File: src/rtl/ifr_map.svh
// register offsets, bit positions, reset values and thresholds of the flag block
`ifndef IFR_MAP_SVH
`define IFR_MAP_SVH

// ----------------------------------------
// register offsets
// ----------------------------------------
`define IFR_OFS_EN0 8'h03
`define IFR_OFS_EN1 8'h04
`define IFR_OFS_FLAG0 8'h05
`define IFR_OFS_FLAG1 8'h06
`define IFR_OFS_SEL0 8'h07
`define IFR_OFS_SEL1 8'h08

// ----------------------------------------
// reset values
// ----------------------------------------
`define IFR_RST_EN0 8'h00
`define IFR_RST_EN1 8'h00
`define IFR_RST_FLAG0 8'h00
`define IFR_RST_FLAG1 8'h00
`define IFR_RST_SEL0 8'h00
`define IFR_RST_SEL1 8'h00
`define IFR_RST_RDATA 8'h00

// ----------------------------------------
// implemented bits per register
// ----------------------------------------
`define IFR_MASK_LOW 8'h7f
`define IFR_MASK_HIGH 8'hf7
`define IFR_MASK_FLAG0 8'h60

// ----------------------------------------
// bit positions
// ----------------------------------------
`define IFR_B_PARITY 7
`define IFR_B_SAMPLE_ERR 6
`define IFR_B_LOOP_WARN 5
`define IFR_B_LOOP_LOCK 4
`define IFR_B_UNDERFLOW 2
`define IFR_B_OVERFLOW 1
`define IFR_B_BUF_WARN 0
`define IFR_B_SYNC_LOST 6
`define IFR_B_SYNC_LOCK 5

// ----------------------------------------
// buffer fill thresholds, in slots
// ----------------------------------------
`define IFR_WARN_LO 1
`define IFR_WARN_HI 6

`endif

File: src/rtl/ifr_pkg.sv
// types shared by the flag block and its pin router
package ifr_pkg;

    localparam int IFR_PTR_W = 3;
    localparam int IFR_N_EVT = 16;

    typedef struct packed {
        logic [7:0] en0;
        logic [7:0] en1;
        logic [7:0] sel0;
        logic [7:0] sel1;
        logic [7:0] flag0;
        logic [7:0] flag1;
        logic [7:0] rdata;
        logic [IFR_PTR_W-1:0] wr_prev;
        logic [IFR_PTR_W-1:0] rd_prev;
    } ifr_top_state_t;

    typedef struct packed {
        logic pin_a;
        logic pin_b;
    } ifr_route_state_t;

endpackage

File: src/rtl/ifr_route_if.sv
// flags, enables and pin selects passed from the flag block to the pin router
`timescale 1ns/1ps
interface ifr_route_if #(parameter int N = 16);
    logic [N-1:0] flags;
    logic [N-1:0] enables;
    logic [N-1:0] selects;
    logic pin_a;
    logic pin_b;

    modport src (output flags, output enables, output selects, input pin_a, input pin_b);
    modport rte (input flags, input enables, input selects, output pin_a, output pin_b);
endinterface

File: src/rtl/ifr_top.sv
// event flag registers, enables and pin selects of the converter data path
`timescale 1ns/1ps
`include "ifr_map.svh"

// What this block does
// - A failed parity check on incoming data sets bit 7 of the upper flag register.
// - A mismatch from the sample error detection compare sets bit 6 of the upper flags.
// - A warning from the data interface delay-locked loop sets bit 5 of the upper flags.
// - Lock of the data interface delay-locked loop sets bit 4 of the upper flags.
// - The buffer read pointer catching the write pointer sets bit 2, buffer underflow.
// - The write pointer colliding with the read pointer sets bit 1, buffer overflow.
// - A buffer fill of one slot or less, or six slots or more, sets bit 0, buffer warning.
// - The upper flag register resets to zero and the host can only read it.
// - An event whose pin select bit is zero, the reset value, goes to the first pin.
// - An event whose pin select bit is one goes to the second pin instead.
// - An event reaches its pin only while its enable bit is set; enables reset to zero.
// - Loss of sync and lock of sync set their own flags, routed by the lower select.
module ifr_top
    import ifr_pkg::*;
(
    input wire logic sys_clk,
    input wire logic rst_n,
    input wire logic [7:0] reg_addr,
    input wire logic reg_wr,
    input wire logic reg_rd,
    input wire logic [7:0] reg_wdata,
    output logic [7:0] reg_rdata,
    input wire logic parity_fail_evt,
    input wire logic sample_error_evt,
    input wire logic loop_warning_evt,
    input wire logic loop_locked_evt,
    input wire logic sync_lost_evt,
    input wire logic sync_locked_evt,
    input wire logic [IFR_PTR_W-1:0] buf_wr_ptr,
    input wire logic [IFR_PTR_W-1:0] buf_rd_ptr,
    output logic interrupt_pin_a,
    output logic interrupt_pin_b
);

    // ----------------------------------------
    // parameter check
    // ----------------------------------------
    if (IFR_PTR_W < 3) begin : g_bad_ptr
        $error("buffer pointers too narrow for the warning thresholds");
    end

    if (IFR_N_EVT != 16) begin : g_bad_evt
        $error("router width must match the two eight-bit flag registers");
    end

    // both thresholds must be reachable by a pointer difference
    if (`IFR_WARN_HI >= (1 << IFR_PTR_W) || `IFR_WARN_LO >= `IFR_WARN_HI) begin : g_bad_warn
        $error("buffer warning thresholds do not fit the pointer range");
    end

    localparam logic [IFR_PTR_W-1:0] WARN_LO = IFR_PTR_W'(`IFR_WARN_LO);
    localparam logic [IFR_PTR_W-1:0] WARN_HI = IFR_PTR_W'(`IFR_WARN_HI);

    // ----------------------------------------
    // state
    // ----------------------------------------
    ifr_top_state_t st;
    ifr_top_state_t next_st;

    // ----------------------------------------
    // buffer pointer watch
    // ----------------------------------------
    logic [IFR_PTR_W-1:0] fill;
    logic ptr_equal;
    logic rd_moved;
    logic wr_moved;
    logic underflow_hit;
    logic overflow_hit;
    logic buf_warn_hit;
    logic warn_low;
    logic warn_high;

    // fill wraps modulo the pointer range; equal pointers read as empty
    assign fill = buf_wr_ptr - buf_rd_ptr;
    assign ptr_equal = (buf_wr_ptr == buf_rd_ptr);
    assign rd_moved = (buf_rd_ptr != st.rd_prev);
    assign wr_moved = (buf_wr_ptr != st.wr_prev);

    // a move onto the other pointer tells who caught whom
    assign underflow_hit = ptr_equal & rd_moved;
    assign overflow_hit = ptr_equal & wr_moved & ~rd_moved;
    assign warn_low = (fill <= WARN_LO);
    assign warn_high = (fill >= WARN_HI);
    assign buf_warn_hit = warn_low | warn_high;

    // ----------------------------------------
    // event vectors
    // ----------------------------------------
    logic [7:0] ev_upper;
    logic [7:0] ev_lower;

    always_comb begin
        ev_upper = 8'h00;
        ev_upper[`IFR_B_PARITY] = parity_fail_evt;
        ev_upper[`IFR_B_SAMPLE_ERR] = sample_error_evt;
        ev_upper[`IFR_B_LOOP_WARN] = loop_warning_evt;
        ev_upper[`IFR_B_LOOP_LOCK] = loop_locked_evt;
        ev_upper[`IFR_B_UNDERFLOW] = underflow_hit;
        ev_upper[`IFR_B_OVERFLOW] = overflow_hit;
        ev_upper[`IFR_B_BUF_WARN] = buf_warn_hit;
        ev_lower = 8'h00;
        ev_lower[`IFR_B_SYNC_LOST] = sync_lost_evt;
        ev_lower[`IFR_B_SYNC_LOCK] = sync_locked_evt;
    end

    // ----------------------------------------
    // register access decode
    // ----------------------------------------
    logic wr_en0;
    logic wr_en1;
    logic wr_sel0;
    logic wr_sel1;
    logic clr_lower;
    logic clr_upper;

    assign wr_en0 = reg_wr & (reg_addr == `IFR_OFS_EN0);
    assign wr_en1 = reg_wr & (reg_addr == `IFR_OFS_EN1);
    assign wr_sel0 = reg_wr & (reg_addr == `IFR_OFS_SEL0);
    assign wr_sel1 = reg_wr & (reg_addr == `IFR_OFS_SEL1);
    // flags clear on read so a level that persists shows up again
    assign clr_lower = reg_rd & (reg_addr == `IFR_OFS_FLAG0);
    assign clr_upper = reg_rd & (reg_addr == `IFR_OFS_FLAG1);

    // ----------------------------------------
    // read mux
    // ----------------------------------------
    logic [7:0] rd_value;

    always_comb begin
        unique case (reg_addr)
            `IFR_OFS_EN0: rd_value = st.en0;
            `IFR_OFS_EN1: rd_value = st.en1;
            `IFR_OFS_FLAG0: rd_value = st.flag0;
            `IFR_OFS_FLAG1: rd_value = st.flag1;
            `IFR_OFS_SEL0: rd_value = st.sel0;
            `IFR_OFS_SEL1: rd_value = st.sel1;
            default: rd_value = 8'h00;
        endcase
    end

    // ----------------------------------------
    // next state
    // ----------------------------------------
    always_comb begin
        next_st = st;
        next_st.wr_prev = buf_wr_ptr;
        next_st.rd_prev = buf_rd_ptr;

        // set wins over the clear of the same cycle, so no event is lost
        next_st.flag1 = ((st.flag1 & ~{8{clr_upper}}) | ev_upper) & `IFR_MASK_HIGH;
        next_st.flag0 = ((st.flag0 & ~{8{clr_lower}}) | ev_lower) & `IFR_MASK_FLAG0;

        // the flag registers take no write at all
        if (wr_en0) begin
            next_st.en0 = reg_wdata & `IFR_MASK_LOW;
        end
        if (wr_en1) begin
            next_st.en1 = reg_wdata & `IFR_MASK_HIGH;
        end
        if (wr_sel0) begin
            next_st.sel0 = reg_wdata & `IFR_MASK_LOW;
        end
        if (wr_sel1) begin
            next_st.sel1 = reg_wdata & `IFR_MASK_HIGH;
        end

        if (reg_rd) begin
            next_st.rdata = rd_value;
        end
    end

    // ----------------------------------------
    // state register
    // ----------------------------------------
    always_ff @(posedge sys_clk) begin
        if (!rst_n) begin
            st.en0 <= `IFR_RST_EN0;
            st.en1 <= `IFR_RST_EN1;
            st.sel0 <= `IFR_RST_SEL0;
            st.sel1 <= `IFR_RST_SEL1;
            st.flag0 <= `IFR_RST_FLAG0;
            st.flag1 <= `IFR_RST_FLAG1;
            st.rdata <= `IFR_RST_RDATA;
            // history follows the pointers so release sees no false move
            st.wr_prev <= buf_wr_ptr;
            st.rd_prev <= buf_rd_ptr;
        end else begin
            st <= next_st;
        end
    end

    assign reg_rdata = st.rdata;

    // ----------------------------------------
    // pin routing
    // ----------------------------------------
    ifr_route_if #(.N(IFR_N_EVT)) route ();

    // flags, enables and selects line up bit for bit in {upper, lower}
    assign route.flags = {st.flag1, st.flag0};
    assign route.enables = {st.en1, st.en0};
    assign route.selects = {st.sel1, st.sel0};

    ifr_router #(
        .N(IFR_N_EVT)
    ) u_router (
        .sys_clk(sys_clk),
        .rst_n(rst_n),
        .route(route.rte)
    );

    // pins lag the flags by one cycle; cheap and glitch free
    assign interrupt_pin_a = route.pin_a;
    assign interrupt_pin_b = route.pin_b;

endmodule

File: src/rtl/ifr_router.sv
// steers enabled event flags onto the two interrupt pins
`timescale 1ns/1ps
module ifr_router
    import ifr_pkg::*;
#(
    parameter int N = 16
) (
    input wire logic sys_clk,
    input wire logic rst_n,
    ifr_route_if.rte route
);

    // ----------------------------------------
    // parameter check
    // ----------------------------------------
    if (N < 1) begin : g_bad_n
        $error("ifr_router needs at least one event");
    end

    // ----------------------------------------
    // per-event steering
    // ----------------------------------------
    logic [N-1:0] to_a;
    logic [N-1:0] to_b;

    for (genvar i = 0; i < N; i++) begin : g_evt
        assign to_a[i] = route.flags[i] & route.enables[i] & ~route.selects[i];
        assign to_b[i] = route.flags[i] & route.enables[i] & route.selects[i];
    end

    // ----------------------------------------
    // state
    // ----------------------------------------
    ifr_route_state_t st;
    ifr_route_state_t next_st;

    always_comb begin
        next_st = st;
        next_st.pin_a = |to_a;
        next_st.pin_b = |to_b;
    end

    always_ff @(posedge sys_clk) begin
        if (!rst_n) begin
            st.pin_a <= 1'b0;
            st.pin_b <= 1'b0;
        end else begin
            st <= next_st;
        end
    end

    assign route.pin_a = st.pin_a;
    assign route.pin_b = st.pin_b;

endmodule

File: config.mk
export PLATFORM = sky130hd
export DESIGN_NAME = ifr_top
export DESIGN_NICKNAME = d
export VERILOG_FILES = /design/src/rtl/ifr_pkg.sv /design/src/rtl/ifr_route_if.sv /design/src/rtl/ifr_top.sv /design/src/rtl/ifr_router.sv
export VERILOG_INCLUDE_DIRS = /design/src /design/src/rtl
export SDC_FILE = /design/constraint.sdc
export NUM_CORES = 1
export LEC_CHECK = 0
export ABC_AREA = 0
export BUFFER_PORTS_ARGS = -buffer_cell sky130_fd_sc_hd__buf_2
export CAP_MARGIN = 40
export CORE_MARGIN = 1
export CORE_UTILIZATION = 60
export CTS_CLUSTER_DIAMETER = 40
export CTS_CLUSTER_SIZE = 10
export DETAILED_ROUTE_END_ITERATION = 8
export GPL_ROUTABILITY_DRIVEN = 0
export PLACE_DENSITY_LB_ADDON = 0.08
export SYNTH_ARGS = -nofsm -noshare
export SYNTH_HDL_FRONTEND = slang
export SYNTH_SLANG_ARGS = --single-unit
File: constraint.sdc
create_clock -name sys_clk -period 2.7 [get_ports sys_clk]
set_clock_uncertainty 0.15 [all_clocks]
set_input_delay 0.675 -clock sys_clk [delete_from_list [all_inputs] [get_ports sys_clk]]
set_output_delay 0.675 -clock sys_clk [all_outputs]
set_load 0.02 [all_outputs]
==> reports/metrics.yaml, run 1 <==
status: "completed"
diodes: 0
synthTopCellsByArea: "dfxtp_1, mux2i_1, nor2b_1"
ys_warn_count: 0
ys_async_sr_fraction_pct: 0
num_rows: 23
track_usage_pct: 27.5
clk_path_buf_depth: 2
wire_per_inst_um: 16.5
p_per_area_nw_per_um2: 487
area_delta_synth_final_pct: 11.2
clk_pin_slew_ns: 0.09
dp.final_hpwl_mm: 4.17
grt_pass1_vias: 1906
grtUsageMet1_pct: 33.8
cp_max_fo: 9
path_cells: "buf_2 -> nor4_4 -> nand4_1 -> o2bb2ai_1 -> and2_1"
drv_cap: 0
critical_path_class: "primary input to register"
power.leakage_nw: 1.32
top_usage_layer: "met2"
post_cts_buffers: 0
final_antenna_net_count: 0
synth-seq-area-share_pct: 41.3
chipHeight_um: 67.5
num-nets-final: 330
synth_cells: 260
cts_htree_levels: 2
start_kind: "primary input"
syn_area_um2: 2570
worst_pin_slew_ns: 0.550
drive_gt1_share_pct: 21.0
period_share_pct: 80.1
fillers: 322
slew_headroom_pct: 63.2
cp-end-kind: "register"
setup_viol: 0
peakVddDrop_uv: 440
seqCellArea_um2: 1060
grtUsageMet2_pct: 45.2
netlist.top_cell.by_area: "dfxtp_1"
hold_violations: 0
yosys_register_bits: 53
port_buffers: 41
antenna_found_initial: 0
first_pass_iters: 4
clkLatencyLatePin_ns: 0.30
cts_resized: 0
cp.arrival_ns: 2.21
grt_max_degree: 27
synth_top_area_share_pct: 41.3
fin_worst_hold_slack_ns: 0.300
dieArea_um2: 4550
cts_tree: "built"
crit_path_top_delay_cell: "nor4_4"
drtIter0Drc: 152
holdBufCountCts: 0
routed_wl_mm: 5.68
root_buffer: "clkbuf_8"
met3_usage_pct: 6.25
grt_pass1_wl_mm: 9.12
drc: 0
design.core.area_um2: 4060
gr-total-overflow: 0
synthesis.nets: 295
die_w_um: 67.5
ios: 42
max_freq_mhz: 462
maxSlewViolCount: 0
avgSynthCellArea_um2: 9.89
synth_flop_cell: "dfxtp_1"
max_stage_delay_ns: 0.53
cp.required_ns: 2.75
vias_per_cell: 5.89
initial_core_util_pct: 63.4
cts_sinks: 53
cts_buffers: 5
ys_types: 44
finalCriticalPeriod_ns: 2.16
tns_ns: 0
hold_path.class: "register to register"
grt_setup_unrepaired: "false"
multiInputGateArea_um2: 1390
vias: 2031
synth_enable_flop_cells: 0
## worst paths after layout
check                    endpoint  depth (start not counted)              from  slack (ns)
hold reg to reg      reg_rdata[3]                          2      reg_rdata[3]        0.30
setup reg to reg     reg_rdata[6]                          3  route.selects[6]        1.28
hold / removal       reg_rdata[3]                          2      reg_rdata[3]        0.30
setup / recovery  route.flags[10]                          5       reg_addr[5]        0.54
## logic make-up after synthesis
| kind of cell | share of synthesized area (%) |
|---|---|
| buf+inv | 4.57 |
| flops | 41.3 |
| compound gates | 13.4 |
| fa+ha+maj | 1.75 |
| simple gates | 21.7 |
| xor+xnor | 3.07 |
| mux | 14.2 |
## sequential cells by signal, summed over array words and instances (netlist names)
signal / flops
route.enables: 14
route.selects: 14
route.flags: 9
reg_rdata: 8
st: 6
u_router.route.pin_a: 1
u_router.route.pin_b: 1
## worst max-delay path: cells and delay by family
kind | cells | cell delay [ns]
buf+inv | 1 | 0.12
simple gates | 3 | 1.16
compound gates | 1 | 0.25
## through the flow
stage / setup slack (ns) / total power, mW / utilization [%] / cell area, µm² / std cells
floorplan: 0.618 / 0.913 / - / 2570 / 260
global placement: 0.276 / 0.967 / 68.4 / 2770 / 338
detailed placement: 0.246 / 0.971 / 68.4 / 2770 / 338
CTS: 0.565 / 1.40 / 70.5 / 2860 / 345
global route: 0.448 / 1.45 / 70.5 / 2860 / 345
finish: 0.537 / 1.39 / 70.5 / 2860 / 345
## Yosys cell counts (all sizes together) (3+ instances only)
| master | count |
|---|---|
| xor2 | 4 |
| o22ai | 4 |
| a32oi | 4 |
| a22oi | 6 |
| clkbuf | 7 |
| nor2 | 3 |
| o21a | 3 |
| o31a | 3 |
| nand3 | 14 |
| o21ai | 5 |
| buf | 10 |
| dfxtp | 53 |
| xnor2 | 5 |
| a22o | 4 |
| mux2i | 32 |
| a21oi | 6 |
| inv | 6 |
| nand4 | 6 |
| nand2 | 17 |
| o2bb2ai | 4 |
| nor2b | 37 |
## layout make-up
| class | instances | area share, % |
|---|---|---|
| clock buffer | 7 | 3.02 |
| inverter | 6 | 0.787 |
| multi-input combinational | 184 | 48.7 |
| sequential | 53 | 37.1 |
| tap | 50 | 2.19 |
| timing repair buffer | 45 | 8.22 |
## placed cells by master, fill, tap and decap left out, types with 2 or more instances in the layout
master,synthesis,final
xnor2_1,5,5
o22ai_1,4,4
nand3_1,14,14
o21a_1,3,3
clkbuf_8,0,6
mux4_2,2,2
a32oi_1,4,4
o2bb2ai_1,4,4
nor3_1,2,2
o31a_1,3,3
mux2i_1,32,32
nand2b_1,2,2
and2_1,2,2
a22o_1,4,4
dfxtp_1,53,53
o21ai_0,5,5
a21oi_1,6,6
nand2_1,17,17
ha_1,2,2
inv_1,6,6
buf_4,8,4
a21boi_0,2,2
nand4_1,2,2
a22oi_1,6,6
xor2_1,4,4
nand4_2,4,4
buf_2,1,41
nor2_1,2,2
a31oi_1,2,2
nor2b_1,37,37
and3_1,2,2
## report_power, final
group | leakage (nW) | switching [mW] | total (mW) | internal (mW)
logic | 0.845 | 0.0741 | 0.139 | 0.0645
registers | 0.432 | 0.0165 | 0.815 | 0.799
clock network | 0.0443 | 0.236 | 0.440 | 0.204
## layer usage
| metal | part of all wire [%] | wire length (µm) |
|---|---|---|
| met1 | 44 | 2470 |
| met3 | 7.5 | 426 |
| met2 | 46 | 2620 |
| met5 | 0 | 0 |
| met4 | 2.7 | 155 |
No activity file was read; power rests on OpenSTA's default activity.
==> run 2: changes to the inputs <==
--- a/config.mk
+++ b/config.mk
@@ -6,11 +6,11 @@
 export SDC_FILE = /design/constraint.sdc
 export NUM_CORES = 1
 export LEC_CHECK = 0
-export ABC_AREA = 0
+export ABC_AREA = 1
 export BUFFER_PORTS_ARGS = -buffer_cell sky130_fd_sc_hd__buf_2
 export CAP_MARGIN = 40
 export CORE_MARGIN = 1
-export CORE_UTILIZATION = 60
+export CORE_UTILIZATION = 51
 export CTS_CLUSTER_DIAMETER = 40
 export CTS_CLUSTER_SIZE = 10
 export DETAILED_ROUTE_END_ITERATION = 8
==> constraint.sdc (replaced) <==
create_clock -name sys_clk -period 1.9 [get_ports sys_clk]
set_clock_uncertainty 0.15 [all_clocks]
set_input_delay 0.475 -clock sys_clk [delete_from_list [all_inputs] [get_ports sys_clk]]
set_output_delay 0.475 -clock sys_clk [all_outputs]
set_load 0.02 [all_outputs]
==> reports/metrics.yaml, run 2 <==
drc: 0
synth-seq-area-share_pct: 39.5
diodes: 0
vias: 2255
synth_flop_cell: "dfxtp_1"
whs_endpoint: "st[1]"
layout.cells.non_filler: 452
peakVddDrop_uv: 401
hold_violations: 0
ys_async_sr_fraction_pct: 0
path_cells: "buf_2 -> inv_1 -> ha_1 -> inv_1 -> fa_1 -> xnor2_1 -> xor2_1 -> a21oi_1"
grt_max_degree: 18
hold_path.class: "primary input to register"
chipHeight_um: 74.6
track_usage_pct: 22.9
grt_pass1_vias: 2024
syn_area_um2: 2690
dieArea_um2: 5560
antenna_found_initial: 0
post_cts_buffers: 0
initial_core_util_pct: 52.9
cts_tree: "built"
tns_ns: 0
finalCriticalPeriod_ns: 1.66
cp_max_fo: 2
cp.required_ns: 1.94
synth_common_cells: "dfxtp_1, a21oi_1, nand2_1"
fillers: 500
cts_buffers: 5
avgSynthCellArea_um2: 7.85
drv_cap: 0
yosys.cell_count.top_type: "dfxtp_1"
synth_enable_flop_cells: 0
dp.final_hpwl_mm: 4.40
grt_pass1_wl_mm: 9.54
cp.arrival_ns: 1.70
grtUsageMet1_pct: 30.8
drtIter0Drc: 134
netlist.top_cell.by_area: "dfxtp_1"
die_w_um: 74.6
clk_path_buf_depth: 2
wire_per_inst_um: 12.8
num_rows: 26
cp-end-kind: "register"
routed_wl_mm: 5.79
holdBufCountCts: 0
start_kind: "primary input"
num-nets-final: 416
ys_warn_count: 0
vias_per_cell: 4.99
place_inst: 444
fin_worst_hold_slack_ns: 0.163
yosys_register_bits: 53
clkLatencyLatePin_ns: 0.30
crit_path_top_delay_cell: "fa_1"
slew_headroom_pct: 67.5
cts_sinks: 53
synthTopCellsByArea: "dfxtp_1, a21oi_1, nand3_1"
placed_area_um2: 2930
root_buffer: "clkbuf_8"
synth_top_area_share_pct: 39.5
holdCritStartpoint: "buf_rd_ptr[1]"
first_pass_iters: 4
stdcell_area_um2: 3040
holdPathStages: 1
final_common_cell: "dfxtp_1"
reg2reg_from: "route.selects[6]"
synthesis.nets: 377
grt_setup_unrepaired: "false"
drive_gt1_share_pct: 24.3
max_freq_mhz: 602
ios: 42
period_share_pct: 87.4
grtUsageMet2_pct: 36.0
clk_pin_slew_ns: 0.09
worst_pin_slew_ns: 0.484
cts_htree_levels: 2
critical_path_class: "primary input to register"
reg2reg_depth: 5
design.core.area_um2: 5070
port_buffers: 41
path_common_cell: "inv_1"
met3_usage_pct: 4.61
max_stage_delay_ns: 0.42
final_antenna_net_count: 0
r2r_slack_ns: 0.65
setup_viol: 0
final_cell_mix: "dfxtp_1, buf_2, a21oi_1, nand2_1, nand3_1"
top_usage_layer: "met2"
power.leakage_nw: 1.38
p_per_area_nw_per_um2: 680
maxSlewViolCount: 0
gr-total-overflow: 0
cts_resized: 0
ys_types: 32
synth_cells: 342
area_delta_synth_final_pct: 13.1
final_util_pct: 59.9
status: "completed"
crit-reg2reg-capture: "u_router.route.pin_a"
[run 2: routing by layer]
metal,wire length (µm),vias up
li1,-,1196
met3,301,11
met4,140,0
met2,2570,65
met1,2780,983
met5,0,-
[run 2: metrics by stage]
stage	worst slack, ns	power [mW]
after global placement	-0.0245	1.38
after global routing	0.158	2.17
after CTS	0.240	2.09
after floorplan	0.0999	1.31
final	0.240	2.06
after detailed placement	-0.0891	1.39
[run 2: how the worst max path moves through the flow]
stage / to / cells after the start / start
after global placement: route.flags[8] / 8 / buf_wr_ptr[0]
after global routing: route.flags[8] / 8 / buf_wr_ptr[0]
after floorplan: route.flags[8] / 7 / buf_wr_ptr[0]
final: route.flags[8] / 8 / buf_wr_ptr[0]
after detailed placement: route.flags[8] / 8 / buf_wr_ptr[0]
after CTS: route.flags[8] / 8 / buf_wr_ptr[0]
[run 2: cell families after synthesis]
group	count (synthesis)	share of synthesized area, %
xor+xnor	9	2.94
buf+inv	59	12.1
compound gates	84	16.8
flops	53	39.5
simple gates	134	27.0
fa+ha+maj	3	1.68
[run 2: power breakdown]
group / total [mW] / switching [mW] / internal, mW
Combinational: 0.204 / 0.122 / 0.0825
Sequential: 1.16 / 0.0219 / 1.14
Clock: 0.702 / 0.365 / 0.337
[run 2: critical path, delay by kind of cell]
family / cells / cell delay (ns)
fa+ha+maj: 2 / 0.60
xor+xnor: 2 / 0.36
buf+inv: 3 / 0.18
compound gates: 1 / 0.08
[run 2: cell type report]
| cell class | count | area, µm² | share of cell area (%) |
|---|---|---|---|
| inverters | 39 | 146 | 4.82 |
| well taps | 70 | 87.6 | 2.88 |
| repair buffers | 52 | 338 | 11.1 |
| flip-flops and latches | 53 | 1060 | 34.9 |
| multi-input cells | 230 | 1300 | 42.8 |
| clock buffers | 7 | 96.3 | 3.17 |
| clock inverters | 1 | 8.76 | 0.288 |
==> run 3: changes to the inputs <==
--- a/config.mk
+++ b/config.mk
@@ -9,7 +9,7 @@
 export ABC_AREA = 1
 export BUFFER_PORTS_ARGS = -buffer_cell sky130_fd_sc_hd__buf_2
 export CAP_MARGIN = 40
-export CORE_MARGIN = 1
+export CORE_MARGIN = 3
 export CORE_UTILIZATION = 51
 export CTS_CLUSTER_DIAMETER = 40
 export CTS_CLUSTER_SIZE = 10
==> reports/metrics.yaml, run 3 (synthesis results as in run 2) <==
hold_path.class: "primary input to register"
period_share_pct: 85.6
grt_pass1_wl_mm: 9.76
routed_wl_mm: 5.80
ios: 42
p_per_area_nw_per_um2: 678
cts_sinks: 53
placed_area_um2: 2890
cp-end-kind: "register"
port_buffers: 41
drtIter0Drc: 115
cp_max_fo: 2
drive_gt1_share_pct: 23.9
first_pass_iters: 4
cts_tree: "built"
grt_setup_unrepaired: "false"
path_common_cell: "inv_1"
critical_path_class: "primary input to register"
dp.final_hpwl_mm: 4.44
stdcell_area_um2: 2990
status: "completed"
wire_per_inst_um: 13.0
area_delta_synth_final_pct: 11.2
critPathTopFamily: "adder cells"
hold_violations: 0
multiInputGateArea_um2: 1300
die_w_um: 78.6
grt_max_degree: 19
num_rows: 25
worst_pin_slew_ns: 0.468
seqCellArea_um2: 1060
track_usage_pct: 20.1
cts_htree_levels: 2
cp.arrival_ns: 1.66
vias_per_cell: 5.09
final_common_cell: "dfxtp_1"
power.leakage_nw: 1.36
final_cell_mix: "dfxtp_1, buf_2, a21oi_1, nand2_1, nand3_1"
clkLatencyLatePin_ns: 0.31
slew_headroom_pct: 68.6
start_kind: "primary input"
clk_pin_slew_ns: 0.09
num-nets-final: 414
vias: 2274
gr-total-overflow: 0
holdBufCountCts: 0
initial_core_util_pct: 54.7
post_cts_buffers: 0
crit_path_top_delay_cell: "fa_1"
drv_cap: 0
grt_pass1_vias: 2087
finalPower_mw: 2.02
dieArea_um2: 6170
fillers: 485
finalCriticalPeriod_ns: 1.63
cp.required_ns: 1.94
root_buffer: "clkbuf_8"
maxSlewViolCount: 0
max_stage_delay_ns: 0.42
drc: 0
tns_ns: 0
chipHeight_um: 78.6
diodes: 0
cts_buffers: 5
final_util_pct: 60.8
max_freq_mhz: 615
path_cells: "buf_2 -> inv_1 -> ha_1 -> inv_1 -> fa_1 -> xnor2_1 -> xor2_1 -> a21oi_1"
clk_path_buf_depth: 2
antenna_found_initial: 0
setup_viol: 0
cp.buffers_inverters: 3
cts_resized: 0
design.core.area_um2: 4910
final_antenna_net_count: 0
peakVddDrop_uv: 480
## run 3: per-layer routing
metal  track usage [%]  wire length, µm  vias up
met5                 0                0        -
met2              32.4             2680       44
met1              26.1             2760     1021
met4              8.22              144        0
met3              3.90              215       13
li1                  -                -     1196
## run 3: where the power goes
group	total (mW)	internal, mW	leakage (nW)	switching, mW
Combinational	0.199	0.0810	0.872	0.118
Clock	0.666	0.296	0.0512	0.370
Sequential	1.16	1.14	0.432	0.0218
Total	2.02	1.51	1.36	0.510
## run 3: layout make-up
class | count | area share (%)
Clock buffer | 6 | 2.77
Clock inverter | 2 | 0.461
Inverter | 39 | 4.90
Multi-Input combinational cell | 230 | 43.5
Sequential cell | 53 | 35.5
Tap cell | 67 | 2.81
Timing Repair Buffer | 50 | 9.97
## run 3: final timing paths
| check | start | end | slack, ns | cells after the start |
|---|---|---|---|---|
| worst max-delay path | buf_wr_ptr[0] | route.flags[8] | 0.27 | 8 |
| worst min-delay path | buf_rd_ptr[1] | st[1] | 0.15 | 1 |
| worst max register to register | route.selects[5] | u_router.route.pin_a | 0.66 | 5 |
| worst min register to register | reg_rdata[3] | reg_rdata[3] | 0.31 | 2 |
## run 3: stage by stage
step / hold slack, ns / setup WS, ns / instances
finish: 0.151 / 0.274 / 447
global route: 0.140 / 0.171 / 447
detailed placement: 0.306 / -0.0567 / 439
global placement: 0.300 / -0.0300 / 439
CTS: 0.143 / 0.278 / 447
floorplan: 0.296 / 0.0999 / 342
